**src/sst_pkg.sv**
```systemverilog
// Constants and types for the select-and-transfer sequencer.
// Assumes one 10 MHz clock, AXI4-Lite register access, simple SCSI pins.
//
// Functional notes
// - After command: data, status or message in
// - Bad disconnect message byte: terminated, byte kept
// - Bus release before disconnect message: terminated
// - Save-pointers message: end command, paused interrupt
// - Disconnect message: phase 42, keep running
// - Bus free: phase 43; interrupt 85 if enabled
// - Await reselection; wrong target terminates; else 44
// - Identify unit must match; match gives 45
// - Nonzero count: data phase; check direction
// - Move count bytes; zero count gives 46
// - Repeated disconnects cycle phases 41 to 45
// - Status phase: 47 start, 50 end, store byte
// - Command complete 00: phase 60, success interrupt
// - One more interrupt on bus free or REQ
// - Deferred success interrupt until bus released
// - Unexpected condition: terminate, stay connected if info
// - Phase codes 00, 10, 20, 30 as progress
// - Reissue while connected resumes at recorded phase
// - Resume releases ACK except from phase 46
// - Resume entry points for 10, 30, 44, 45
// - Identify out 1r000ttt then phase 20
package sst_pkg;
  // ------------------------------------------------------------------
  // Register byte offsets
  // ------------------------------------------------------------------
  localparam logic [7:0] OFS_CTRL   = 8'h00; // Control / command
  localparam logic [7:0] OFS_PHASE  = 8'h04; // Phase progress
  localparam logic [7:0] OFS_STATUS = 8'h08; // Interrupt status
  localparam logic [7:0] OFS_UNIT   = 8'h0c; // Unit number / status byte
  localparam logic [7:0] OFS_DATA   = 8'h10; // Last message byte / data
  localparam logic [7:0] OFS_COUNT  = 8'h14; // Transfer count
  localparam logic [7:0] OFS_TGT    = 8'h18; // Target id

  // ------------------------------------------------------------------
  // Control register fields
  // ------------------------------------------------------------------
  localparam int CTL_GO    = 0; // Write 1: issue command (self clears)
  localparam int CTL_IDI   = 1; // intermediate_disconnect_irq_enable
  localparam int CTL_EDI   = 2; // completion_irq_defer_on_disconnect
  localparam int CTL_ADV   = 3; // Advanced features
  localparam int CTL_DPD   = 4; // data_phase_direction (1 = in)
  localparam int CTL_RSEL  = 5; // Reselect enable
  localparam int CTL_ATN   = 6; // Attention variant
  localparam int CTL_IACK  = 7; // Write 1: processor releases ACK

  // ------------------------------------------------------------------
  // Phase progress codes
  // ------------------------------------------------------------------
  localparam logic [7:0] PH_NONE = 8'h00;
  localparam logic [7:0] PH_SEL  = 8'h10;
  localparam logic [7:0] PH_IDO  = 8'h20;
  localparam logic [7:0] PH_CMD  = 8'h30;
  localparam logic [7:0] PH_SDP  = 8'h41;
  localparam logic [7:0] PH_DISC = 8'h42;
  localparam logic [7:0] PH_FREE = 8'h43;
  localparam logic [7:0] PH_RSEL = 8'h44;
  localparam logic [7:0] PH_IDI  = 8'h45;
  localparam logic [7:0] PH_DONE = 8'h46;
  localparam logic [7:0] PH_STS  = 8'h47;
  localparam logic [7:0] PH_STE  = 8'h50;
  localparam logic [7:0] PH_CC   = 8'h60;

  // ------------------------------------------------------------------
  // Message codes and interrupt codes
  // ------------------------------------------------------------------
  localparam logic [7:0] MSG_SDP  = 8'h02;
  localparam logic [7:0] MSG_DISC = 8'h04;
  localparam logic [7:0] MSG_CC   = 8'h00;
  localparam logic [4:0] MSG_IDIN = 5'h10; // Top bits 10000
  localparam logic [7:0] IRQ_OK   = 8'h16; // Successful completion
  localparam logic [7:0] IRQ_PAUS = 8'h21; // Paused / aborted
  localparam logic [7:0] IRQ_TERM = 8'h4b; // Terminated
  localparam logic [7:0] IRQ_IDIS = 8'h85; // Intermediate disconnect
  localparam logic [7:0] IRQ_NEXT = 8'h8e; // Bus free / new REQ later

  // ------------------------------------------------------------------
  // Bus phase encoding {msg, cd, io}
  // ------------------------------------------------------------------
  localparam logic [2:0] BP_DOUT = 3'h0;
  localparam logic [2:0] BP_DIN  = 3'h1;
  localparam logic [2:0] BP_COUT = 3'h2;
  localparam logic [2:0] BP_STAT = 3'h3;
  localparam logic [2:0] BP_MOUT = 3'h6;
  localparam logic [2:0] BP_MIN  = 3'h7;

  // Sequencer states
  typedef enum logic [3:0] {
    ST_IDLE, ST_SEL, ST_INFO, ST_MOUT, ST_CMDB, ST_XFER, ST_WACK,
    ST_WFREE, ST_WRSEL, ST_POST, ST_WLINK
  } sst_state_e;
endpackage : sst_pkg

```
**src/sst_sequencer.sv**
```systemverilog
// Initiator sequencer for select-and-transfer after arbitration.
// Assumes a separate phy: sel_done/busy/req/phase come synchronous,
// each byte handshake (req_in with ack_out) completes in one exchange.
`timescale 1ns/1ps
module sst_sequencer
  import sst_pkg::*;
(
  input  wire logic        clk,
  input  wire logic        resetn,
  input  wire logic [7:0]  s_axi_awaddr,
  input  wire logic        s_axi_awvalid,
  output logic             s_axi_awready,
  input  wire logic [31:0] s_axi_wdata,
  input  wire logic [3:0]  s_axi_wstrb,
  input  wire logic        s_axi_wvalid,
  output logic             s_axi_wready,
  output logic [1:0]       s_axi_bresp,
  output logic             s_axi_bvalid,
  input  wire logic        s_axi_bready,
  input  wire logic [7:0]  s_axi_araddr,
  input  wire logic        s_axi_arvalid,
  output logic             s_axi_arready,
  output logic [31:0]      s_axi_rdata,
  output logic [1:0]       s_axi_rresp,
  output logic             s_axi_rvalid,
  input  wire logic        s_axi_rready,
  input  wire logic        sel_done,
  input  wire logic        bus_busy,
  input  wire logic        scsi_req,
  input  wire logic [2:0]  scsi_phase,
  input  wire logic [7:0]  scsi_data_in,
  input  wire logic        resel_valid,
  input  wire logic [2:0]  resel_id,
  output logic             sel_start,
  output logic             scsi_ack,
  output logic             scsi_atn,
  output logic [7:0]       scsi_data_out,
  output logic             irq
);
  // ------------------------------------------------------------------
  // State record
  // ------------------------------------------------------------------
  typedef struct packed {
    sst_state_e  st;       // Sequencer state
    logic [7:0]  ctrl;     // Control bits
    logic [7:0]  phase;    // Phase progress
    logic [7:0]  istat;    // Last interrupt code
    logic [7:0]  unit;     // Unit number / status byte
    logic [7:0]  data;     // Last byte seen
    logic [15:0] count;    // Transfer count
    logic [2:0]  tgt;      // Target id
    logic [3:0]  cdb_left; // Command bytes still to send
    logic        conn;     // Connected as initiator
    logic        aw_ok;    // Write address held
    logic        w_ok;     // Write data held
    logic [7:0]  awa;      // Held write address
    logic [31:0] wd;       // Held write data
    logic        bv;       // Write response valid
    logic        rv;       // Read data valid
    logic [31:0] rd;       // Read data
    logic        sel;      // Selection request
    logic        ack;      // ACK pin
    logic        atn;      // ATN pin
    logic [7:0]  dout;     // Output byte
    logic        irq;      // Interrupt pending
  } sst_state_s;

  sst_state_s cur_ff;
  sst_state_s nxt_ff;

  // Read mux shared by the read channel
  function automatic logic [31:0] rd_mux(input sst_state_s s,
                                         input logic [7:0] a);
    case (a)
      OFS_CTRL:   rd_mux = {24'h0, s.ctrl};
      OFS_PHASE:  rd_mux = {24'h0, s.phase};
      OFS_STATUS: rd_mux = {23'h0, s.irq, s.istat};
      OFS_UNIT:   rd_mux = {24'h0, s.unit};
      OFS_DATA:   rd_mux = {24'h0, s.data};
      OFS_COUNT:  rd_mux = {16'h0, s.count};
      OFS_TGT:    rd_mux = {29'h0, s.tgt};
      default:    rd_mux = 32'h0;
    endcase
  endfunction : rd_mux

  // ------------------------------------------------------------------
  // Next state
  // ------------------------------------------------------------------
  always_comb
  begin
    logic do_wr;
    logic go;
    logic xfer;
    do_wr  = 1'b0;
    go     = 1'b0;
    xfer   = scsi_req && !cur_ff.ack; // REQ seen with ACK low
    nxt_ff = cur_ff;
    nxt_ff.sel = 1'b0;

    // AXI write: address and data taken in either order
    if (s_axi_awvalid && !cur_ff.aw_ok)
    begin
      nxt_ff.aw_ok = 1'b1;
      nxt_ff.awa   = s_axi_awaddr;
    end
    if (s_axi_wvalid && !cur_ff.w_ok)
    begin
      nxt_ff.w_ok = 1'b1;
      nxt_ff.wd   = s_axi_wdata;
    end
    if (cur_ff.aw_ok && cur_ff.w_ok && !cur_ff.bv)
    begin
      do_wr       = 1'b1;
      nxt_ff.bv   = 1'b1;
      nxt_ff.aw_ok = 1'b0;
      nxt_ff.w_ok = 1'b0;
    end
    if (cur_ff.bv && s_axi_bready)
      nxt_ff.bv = 1'b0;

    // Register writes; unmapped answers OKAY and stores nothing
    if (do_wr)
    begin
      case (cur_ff.awa)
        OFS_CTRL:
        begin
          nxt_ff.ctrl = {1'b0, cur_ff.wd[6:1], 1'b0};
          go          = cur_ff.wd[CTL_GO];
          if (cur_ff.wd[CTL_IACK])
            nxt_ff.ack = 1'b0;
          if (cur_ff.wd[CTL_GO] || cur_ff.wd[CTL_IACK])
            nxt_ff.irq = 1'b0; // Command write acknowledges interrupt
        end
        OFS_UNIT:  nxt_ff.unit  = cur_ff.wd[7:0];
        OFS_COUNT: nxt_ff.count = cur_ff.wd[15:0];
        OFS_TGT:   nxt_ff.tgt   = cur_ff.wd[2:0];
        default: ;
      endcase
    end

    // AXI read
    if (s_axi_arvalid && !cur_ff.rv)
    begin
      nxt_ff.rv = 1'b1;
      nxt_ff.rd = rd_mux(cur_ff, s_axi_araddr);
    end
    if (cur_ff.rv && s_axi_rready)
      nxt_ff.rv = 1'b0;

    case (cur_ff.st)
      ST_IDLE:
      begin
        if (go && cur_ff.conn)
        begin
          // Resume at recorded point
          nxt_ff.ctrl[CTL_ATN] = cur_ff.ctrl[CTL_ATN];
          if (cur_ff.phase != PH_DONE)
            nxt_ff.ack = 1'b0;
          case (cur_ff.phase)
            PH_SEL:  nxt_ff.st = ST_INFO;
            PH_CMD:  nxt_ff.st = ST_CMDB;
            PH_DISC: nxt_ff.st = ST_WFREE;
            PH_CC:   nxt_ff.st = ST_POST;
            default: nxt_ff.st = ST_INFO; // 20, 41, 44-46, 50
          endcase
          if (cur_ff.phase == PH_CMD)
            nxt_ff.cdb_left = 4'd6;
        end
        else if (go)
        begin
          nxt_ff.phase = PH_NONE;
          nxt_ff.sel   = 1'b1;
          nxt_ff.atn   = nxt_ff.ctrl[CTL_ATN];
          nxt_ff.st    = ST_SEL;
        end
      end
      ST_SEL:
      begin
        if (sel_done)
        begin
          nxt_ff.phase = PH_SEL;
          nxt_ff.conn  = 1'b1;
          nxt_ff.st    = ST_INFO;
        end
        else if (!bus_busy && !cur_ff.sel)
        begin
          nxt_ff.istat = IRQ_TERM; // Selection timed out
          nxt_ff.irq   = 1'b1;
          nxt_ff.st    = ST_IDLE;
        end
      end
      ST_INFO:
      begin
        // Decide what the requested phase means here
        if (!bus_busy)
        begin
          nxt_ff.istat = IRQ_TERM;
          nxt_ff.irq   = 1'b1;
          nxt_ff.conn  = 1'b0;
          nxt_ff.st    = ST_IDLE;
        end
        else if (scsi_req)
        begin
          nxt_ff.st = ST_IDLE;
          nxt_ff.istat = IRQ_TERM;
          nxt_ff.irq   = 1'b1;
          case (cur_ff.phase)
            PH_SEL, PH_IDO:
              if (cur_ff.phase == PH_SEL && cur_ff.ctrl[CTL_ATN])
              begin
                nxt_ff.irq = (scsi_phase != BP_MOUT);
                nxt_ff.st  = (scsi_phase == BP_MOUT) ? ST_MOUT : ST_IDLE;
              end
              else if (scsi_phase == BP_COUT)
              begin
                nxt_ff.irq = 1'b0;
                nxt_ff.phase = PH_CMD;
                nxt_ff.cdb_left = 4'd6;
                nxt_ff.st = ST_CMDB;
              end
            PH_RSEL, PH_STE:
              if (scsi_phase == BP_MIN)
              begin
                nxt_ff.irq = 1'b0;
                nxt_ff.st  = ST_XFER;
              end
            default:
              // After command, resume points 41, 45, 46
              if (scsi_phase == BP_MIN ||
                  scsi_phase == BP_STAT ||
                  ((scsi_phase == BP_DIN || scsi_phase == BP_DOUT) &&
                   cur_ff.count != 16'h0 && cur_ff.phase != PH_DONE &&
                   !(cur_ff.ctrl[CTL_ADV] &&
                     scsi_phase[0] != cur_ff.ctrl[CTL_DPD])))
              begin
                nxt_ff.irq = 1'b0;
                if (scsi_phase == BP_STAT)
                  nxt_ff.phase = PH_STS;
                nxt_ff.st = ST_XFER;
              end
          endcase
        end
      end
      ST_MOUT:
      if (xfer)
      begin
        // Identify byte 1r000ttt
        nxt_ff.dout  = {1'b1, cur_ff.ctrl[CTL_RSEL], 3'h0,
                        cur_ff.unit[2:0]};
        nxt_ff.ack   = 1'b1;
        nxt_ff.atn   = 1'b0;
        nxt_ff.phase = PH_IDO;
        nxt_ff.st    = ST_WACK;
      end
      ST_CMDB:
      if (xfer)
      begin
        nxt_ff.ack      = 1'b1;
        nxt_ff.cdb_left = cur_ff.cdb_left - 4'd1;
        nxt_ff.phase    = cur_ff.phase + 8'h01;
        nxt_ff.st       = ST_WACK;
      end
      ST_XFER:
      if (xfer)
      begin
        nxt_ff.data = scsi_data_in;
        nxt_ff.ack  = 1'b1;
        nxt_ff.st   = ST_WACK;
        case (scsi_phase)
          BP_DIN, BP_DOUT:
          begin
            nxt_ff.count = cur_ff.count - 16'h1;
            if (cur_ff.count == 16'h1)
              nxt_ff.phase = PH_DONE;
          end
          BP_STAT:
          begin
            nxt_ff.unit  = scsi_data_in;
            nxt_ff.phase = PH_STE;
          end
          default:
          begin
            // Message in byte: meaning set by progress point
            nxt_ff.st    = ST_IDLE;
            nxt_ff.irq   = 1'b1;
            nxt_ff.istat = IRQ_TERM;
            if (cur_ff.phase == PH_RSEL)
            begin
              if (scsi_data_in[7:3] == MSG_IDIN &&
                  scsi_data_in[2:0] == cur_ff.unit[2:0])
              begin
                nxt_ff.irq   = 1'b0;
                nxt_ff.phase = PH_IDI;
                nxt_ff.st    = ST_WACK;
              end
            end
            else if (cur_ff.phase == PH_STE)
            begin
              if (scsi_data_in == MSG_CC)
              begin
                nxt_ff.phase = PH_CC;
                nxt_ff.irq   = !cur_ff.ctrl[CTL_EDI];
                nxt_ff.istat = IRQ_OK;
                nxt_ff.st    = cur_ff.ctrl[CTL_EDI] ? ST_POST : ST_WLINK;
              end
            end
            else if (scsi_data_in == MSG_SDP)
            begin
              nxt_ff.phase = PH_SDP;
              nxt_ff.istat = IRQ_PAUS;
            end
            else if (scsi_data_in == MSG_DISC)
            begin
              nxt_ff.irq   = 1'b0;
              nxt_ff.phase = PH_DISC;
              nxt_ff.st    = ST_WFREE;
            end
          end
        endcase
      end
      ST_WACK:
      if (!scsi_req)
      begin
        // Target dropped REQ: release ACK and carry on
        nxt_ff.ack = 1'b0;
        nxt_ff.st  = (cur_ff.phase[7:4] == 4'h3 && cur_ff.cdb_left != 4'd0)
                     ? ST_CMDB : ST_INFO;
      end
      ST_WFREE:
      begin
        // ACK stays up until the target drops REQ
        if (!scsi_req)
          nxt_ff.ack = 1'b0;
        if (!bus_busy)
        begin
          nxt_ff.phase = PH_FREE;
          nxt_ff.conn  = 1'b0;
          if (cur_ff.ctrl[CTL_IDI])
          begin
            nxt_ff.istat = IRQ_IDIS;
            nxt_ff.irq   = 1'b1;
            nxt_ff.st    = ST_IDLE;
          end
          else
            nxt_ff.st = ST_WRSEL;
        end
      end
      ST_WRSEL:
      if (resel_valid)
      begin
        nxt_ff.conn = 1'b1;
        if (resel_id == cur_ff.tgt)
        begin
          nxt_ff.phase = PH_RSEL;
          nxt_ff.st    = ST_INFO;
        end
        else
        begin
          nxt_ff.istat = IRQ_TERM;
          nxt_ff.irq   = 1'b1;
          nxt_ff.st    = ST_IDLE;
        end
      end
      ST_POST:
      begin
        if (!scsi_req)
          nxt_ff.ack = 1'b0;
        if (!bus_busy)
        begin
          nxt_ff.conn  = 1'b0;
          nxt_ff.istat = IRQ_OK;
          nxt_ff.irq   = 1'b1;
          nxt_ff.st    = ST_IDLE;
        end
      end
      ST_WLINK:
      begin
        // Deferred second interrupt after processor takes the first
        if (!scsi_req)
          nxt_ff.ack = 1'b0;
        if (!cur_ff.irq && (!bus_busy || (scsi_req && !cur_ff.ack)))
        begin
          nxt_ff.conn  = bus_busy;
          nxt_ff.istat = IRQ_NEXT;
          nxt_ff.irq   = 1'b1;
          nxt_ff.st    = ST_IDLE;
        end
      end
      default: nxt_ff.st = ST_IDLE;
    endcase
  end

  // ------------------------------------------------------------------
  // State register
  // ------------------------------------------------------------------
  always_ff @(posedge clk or negedge resetn)
  begin
    if (!resetn)
      cur_ff <= '0;
    else
      cur_ff <= nxt_ff;
  end

  // Outputs straight from the state flip-flops; bresp and rresp tied to OKAY
  assign s_axi_awready = !cur_ff.aw_ok;
  assign s_axi_wready  = !cur_ff.w_ok;
  assign s_axi_bvalid  = cur_ff.bv;
  assign s_axi_bresp   = 2'h0;
  assign s_axi_arready = !cur_ff.rv;
  assign s_axi_rvalid  = cur_ff.rv;
  assign s_axi_rdata   = cur_ff.rd;
  assign s_axi_rresp   = 2'h0;
  assign sel_start     = cur_ff.sel;
  assign scsi_ack      = cur_ff.ack;
  assign scsi_atn      = cur_ff.atn;
  assign scsi_data_out = cur_ff.dout;
  assign irq           = cur_ff.irq;
endmodule : sst_sequencer

```
**config.mk**
```make
export PLATFORM = sky130hd
export DESIGN_NAME = sst_sequencer
export DESIGN_NICKNAME = d
export VERILOG_FILES = /design/src/sst_pkg.sv /design/src/sst_sequencer.sv
export SDC_FILE = /design/constraint.sdc
export NUM_CORES = 1
export LEC_CHECK = 0
export BUFFER_PORTS_ARGS = -buffer_cell sky130_fd_sc_hd__buf_4
export CAP_MARGIN = 15
export CORE_MARGIN = 2
export CORE_UTILIZATION = 45
export DETAILED_ROUTE_END_ITERATION = 7
export HOLD_SLACK_MARGIN = 0.02
export PLACE_DENSITY = 0.69
export SLEW_MARGIN = 20
export SYNTH_ARGS = -nofsm -noshare
export SYNTH_HDL_FRONTEND = slang
export SYNTH_SLANG_ARGS = --single-unit
```
**constraint.sdc**
```tcl
create_clock -name clk -period 2.8 [get_ports clk]
set_clock_uncertainty 0.2 [all_clocks]
set_input_delay 0.56 -clock clk [delete_from_list [all_inputs] [get_ports clk]]
set_output_delay 0.56 -clock clk [all_outputs]
set_load 0.05 [all_outputs]
```
* After elaboration in Yosys (flattened, before gate mapping) *
Cells that the tools add are included.

operators by class
  add/subtract/negate cells = 3
  eq/ne operators = 79
  mux-type cells = 147
  reduce and logical (&&, ||, !) cells = 67

operators with widths
  kind                                            count
  2-to-1 mux 8 bit                                28
  2-to-1 mux 16 bit                               7
  case mux 16 bit (7 select lines)                1
  2-to-1 mux 4 bit                                27
  case mux 8 bit (8 select lines)                 1
  case mux 8 bit (7 select lines)                 1
  2-to-1 mux 1 bit                                51
  != test 2 bit (second input constant)           25
  == test 8 x 5 -> 1 bit (second input constant)  6
  2-to-1 mux 48 bit                               1
  case mux 4 bit (10 select lines)                1
  2-to-1 mux 33 bit                               1
  == test 8 x 7 -> 1 bit (second input constant)  4
  2-to-1 mux 32 bit                               1
  case mux 8 bit (2 select lines)                 2
  == test 8 x 4 -> 1 bit (second input constant)  3
  logical NOT 8 bit                               3
  2-to-1 mux 3 bit                                8
  case mux 4 bit (3 select lines)                 2
  2-to-1 mux 7 bit                                3
  != test 3 bit (second input constant)           7
  AND reduction 21 bit                            1
  2-to-1 mux 19 bit                               1
  logical AND 1 bit                               18
  other kinds (48)                                93

storage, ports and cells
  register bits after elaboration = 135
  output and inout port bits = 53
  logic and storage cells = 319

* Logic depth before layout (Yosys ltp) *
  word-level depth = 11
  depth in mapped cells = 9
  depth with buffers taken out = 8

* Least setup slack after synthesis *
Ideal clock, no wire load.

  path kind = register -> register
  start point = register cur_ff[136] (netlist name)
  end point = register cur_ff[143] (netlist name)
  data arrival time = 2.591 ns
  required time = 2.520 ns
  setup slack = -0.071 ns
  cell stages (with the launch flop) = 9
  period minus slack after synthesis = 2.871 ns
  cells stage by stage = dfrtp_1 > inv_1 > ha_1 > or4b_4 > nor3_4 > a41oi_2 > or3_4 > or4_4 > o211ai_2

on the way
  cells in the longest elaborated chain, start to end = 6
  elaborated cells on any way between the ends = 30
  classes of those cells = add/sub (1); eq/ne (13); mux (9); reduce/logical (7)

ends and longest elaborated chain
  element                                                                  RTL line                                    text
  start, declared                                                          sst_sequencer.sv:68                         sst_state_s cur_ff;
  start signal, assigned                                                   sst_sequencer.sv:401                        cur_ff <= nxt_ff;
  == test 8 x 7 -> 1 bit (tied with other cells)                           sst_sequencer.sv:207, sst_sequencer.sv:297
  2-to-1 mux 16 bit (tied with other cells)                                sst_sequencer.sv:297                        else if (cur_ff.phase == PH_STE)
  2-to-1 mux 8 bit (tied with other cells)                                 sst_sequencer.sv:287                        if (cur_ff.phase == PH_RSEL)
  case mux 8 bit (2 select lines) (tied with other cells)                  sst_sequencer.sv:269                        case (scsi_phase)
  2-to-1 mux 48 bit (tied with other cells)                                sst_sequencer.sv:264                        if (xfer)
  case mux 8 bit (8 select lines) or AND reduction 21 bit (tied branches)  --

Several ways; a longest one is shown, not always the timed one. The select of a mux whose other input is x is not followed.
A chain may end at the register's enable or synchronous reset.

* Final worst setup path *
  start point = register cur_ff[107] (netlist name)
  end point = register cur_ff[141] (netlist name)

on the way
  cells in the longest elaborated chain, start to end = 7
  elaborated cells on any way between the ends = 9
  classes of those cells = eq/ne (3); reduce/logical (6)

ends and longest elaborated chain
  element                                    RTL line              text
  nonzero test 16 bit                        sst_sequencer.sv:232  cur_ff.count != 16'h0 && cur_ff.phase != PH_DONE &&
  logical AND 1 bit                          sst_sequencer.sv:231  ((scsi_phase == BP_DIN || scsi_phase == BP_DOUT) &&
  logical AND 1 bit (2 in a row)             sst_sequencer.sv:232
  logical OR 1 bit                           sst_sequencer.sv:230  scsi_phase == BP_STAT ||
  != test 3 x 2 -> 1 bit (no source line)    --
  AND reduction 21 bit (no source line) (*)  --

Every way passes the cells marked *; elsewhere a longest branch is shown, timed or not.

==> parameters.txt <==
Parameter                              Value

Outcome
  Run status ... finished with violations
  Violations in the final reports ... setup timing

Detailed routing
  Initial DRT Pass Iterations ... 5
  Total Routed Length ... between 20000 and 25000 um
  Average wire length per cell after detail routing ... ~20 um
  Remaining number of nets flagged by the antenna check after routing ... 0
  DR vias/cell ... 5.84
  Vias ... roughly 7300
  Drt drc ... 0
  Drt first-iter violations ... 768

Cells and area
  Fill cell count ... between 1000 and 1500
  Layout cells sized above 1 ... 0.313
  Register name with the most flops ... cur_ff
  Max FFs per register ... 92
  Fraction of the core area covered by cells at the end of the flow ... 0.584
  Post-route design area ... 0.00971 mm^2
  Number of antenna cells inserted ... 0
  Count of placed standard cells in the final layout, fillers left out ... about 1200
  Area growth from synthesis to final layout ... 26.1%
  Count of nets after finishing ... 1096

Setup path
  Minimum setup slack among reg-to-reg paths ... -0.12 ns
  Startpoint kind of the worst setup timing path ... flip-flop
  Origin of the critical flop-to-flop path ... cur_ff[107]
  Buffering stage count on the worst path with inverters included ... 2
  Sequence of cells on the critical path ... or4_4 -> or3_1 -> o311ai_1 -> buf_4 -> and4_4 -> and4bb_1 -> buf_4 -> mux2_2
  Reg2Reg Capture Point ... cur_ff[141]
  Cell type with the highest occurrence count on the critical path ... buf_4
  Stage delay of the slowest cell on the critical path ... 0.54 ns
  Number of cell instances on the worst register-to-register path ... 8
  Kind of end point of the critical path ... flip-flop
  Critical Path Slowest Stage Cell ... or4_4
  Delay-heaviest family, CP ... simple AND/OR/NAND/NOR gates
  Required arrival time at the worst endpoint ... 2.90 ns
  Crit path DAT ... 3.02 ns
  Critical path type ... flip-flop to flip-flop
  Worst Path Max Fanout ... 3

STA
  Number of hold-slack violations in the final timing report ... 0
  Relative max-transition margin ... 0.545
  Total negative slack for setup checks ... -0.620 ns
  Transition time at the pin with the least slew margin ... 0.675 ns
  Number of pins exceeding their max-slew limit in the final report ... 0
  Crit path time final ... 2.92 ns
  Share of the clock period used by the worst path after layout ... 1.04
  Setup repair after global routing missed its margin ... yes
  Final worst hold slack ... 0.109 ns
  Final setup violating endpoints ... 6
  Fin worst setup slack ... -0.124 ns
  Maximum achievable frequency ... 342 MHz

Logic synthesis
  Predominant post-synthesis flop cell ... dfrtp_1
  Average footprint of a synthesized cell ... 8.90 um^2
  Area share of the leading cell type in the synthesized netlist ... 0.387
  Synth top area cells ... dfrtp_1 (39%), mux2_2 (7.7%), nand2_1 (5.3%)
  Post-synthesis instance area ... 0.00770 mm^2
  Number of warning messages in the yosys log ... 0
  Post-synthesis cell type with the largest combined area ... dfrtp_1
  Number of synthesized flops with an enable pin ... 0
  Yosys cell types ... between 70 and 80
  Flip-flop and latch count after synthesis ... 119
  Ys async rst share ... 1.00
  Post-synthesis instance total ... slightly below 900
  Seq/Total Area, Yosys ... 0.387

Clock network
  Clock net sink count ... roughly 120
  CTS tree ... yes
  Clock insertion delay at the later pin of the skew report ... 0.42 ns
  Number of buffers on the longest clock path ... 2
  H-Tree Level Count ... 4
  Number of buffers created by CTS ... 17
  Clock-pin slew reported for the worst setup and hold paths after clock tree synthesis ... roughly 0.060 ns
  Library cell used as clock root buffer ... clkbuf_16

Min path
  Source of the worst hold timing path ... s_axi_bready
  Cell depth of the worst hold path ... 2
  Endpoint with the worst hold slack ... s_axi_bvalid
  Type of the most critical hold path ... input pin to flip-flop

Placement
  Post-place instance area ... between 0.009 and 0.01 mm^2
  Inst Count DP ... 1211
  GP Congestion ... 0.961
  Post-detail-place hpwl ... 18800 um
  Number of buffer cells added on primary ports ... 86
  Setup slack at placement ... -0.189 ns

Global route
  M1 GR Usage ... 0.406
  GR met2 Demand/Resource ... 0.410
  Routing usage on met3 ... 0.0529
  Most used routing layer in global routing ... met2
  Wire length of the first global-routing pass ... about 39000 um
  GRT overflow ... 0
  Via count of the first global-routing pass ... 6839
  Pin count of the biggest net entering global routing ... 46
  Number of antenna violations at the first check in global routing ... 0
  Total global-route track usage ... 0.277

Power and ir drop
  Total power density per cell area ... between 900 and 1000 mW/mm^2
  Switching power ... 3.80 mW
  Internal power summed over all cells ... 5.48 mW
  Total power ... 9.28 mW
  Total leakage power ... 4.30 nW
  Combinational share of power ... 0.462
  Portion of total power attributed to the clock network ... 0.230
  Sw Ratio ... 0.410
  Maximum VDD drop ... 640 uV
  Portion of total power attributed to sequential cells ... 0.308

Floorplanning
  Die H ... 135 um
  I/O pin count ... 130
  Total number of placement rows ... 47
  Core region area ... 0.0166 mm^2
  Effective utilization at floorplan ... 0.463
  Die Outline Area ... 0.0182 mm^2
  Die X ... 135 um

Run
  MaxCap Viol Count ... 0
==> placed cells by master, fill, tap and decap left out, drive strengths merged, types with 10 or more instances in the layout <==
cell    count
nor4       17
nand2b     10
a31oi      11
dfrtp     119
nand2     109
o211ai     10
mux2i      26
nor3       20
nor2b      15
nand3      24
a21oi      28
conb       23
nand4      10
mux2       53
buf       205
nor2       55
clkbuf     17
inv        30
o21ai      64
xnor2      11
==> kinds of logic after synthesis <==
family | after synthesis | synth area share
xor gates and xnor gates | 13 | 0.0148
adders and majority gates | 6 | 0.00975
and+or+nand+nor | 326 | 0.222
other | 1 | 0.000487
DFF | 119 | 0.387
muxes | 79 | 0.111
AOI/OAI and AO/OA | 197 | 0.170
buffers and inverters | 124 | 0.0851
==> power groups by stage <==
stage          logic [mW]  registers (mW)  clock network, mW
3_3_place_gp         4.10            2.85                  0
4_1_cts              4.19            2.84               2.15
2_1_floorplan        2.58            2.75                  0
3_5_place_dp         4.14            2.86                  0
5_1_grt              4.59            2.92               2.25
6_report             4.29            2.86               2.13
==> per-layer routing <==
layer | up-vias | share of wire
met5 | - | 0
met4 | 0 | 0.028
met3 | 45 | 0.082
met2 | 366 | 0.44
met1 | 3503 | 0.45
li1 | 3368 | -
==> layout make-up <==
cell class	count	area [um^2]	area share
Sequential cell	119	2980	0.307
Timing Repair Buffer	206	1590	0.163
Tap cell	220	275	0.0283
Inverter	25	93.8	0.00966
Clock inverter	15	146	0.0151
Multi-Input combinational cell	644	4210	0.433
Clock buffer	17	425	0.0438
==> timing repair <==
action / CTS / global route
endpoints found under the setup margin: 10 / 18
buffers inserted: 1 / 1
hold buffers: 1 / 0
hold endpoints to repair: 36 / 0
resized for setup: 4 / 11
pin swaps: 2 / 2
==> worst max-delay path by stage <==
stage | cells after the start | end | slack, ns | startpoint
after global placement | 8 | cur_ff[136] | -0.21 | cur_ff[107]
after floorplan | 8 | cur_ff[136] | 0.005 | cur_ff[107]
after global routing | 8 | cur_ff[138] | -0.20 | cur_ff[107]
final | 8 | cur_ff[141] | -0.12 | cur_ff[107]
after CTS | 8 | cur_ff[141] | -0.12 | cur_ff[107]
after detailed placement | 8 | cur_ff[138] | -0.19 | cur_ff[107]
==> synthesized netlist by cell type, drive strengths merged, types with 15 or more instances <==
cell type,instances
nor4,17
nor3,20
nand2,109
o21ai,64
buf,55
nor2b,15
dfrtp,119
mux2,53
a21oi,28
inv,25
nor2,55
clkbuf,44
mux2i,26
nand3,24
No activity file was read; power rests on OpenSTA's default activity.
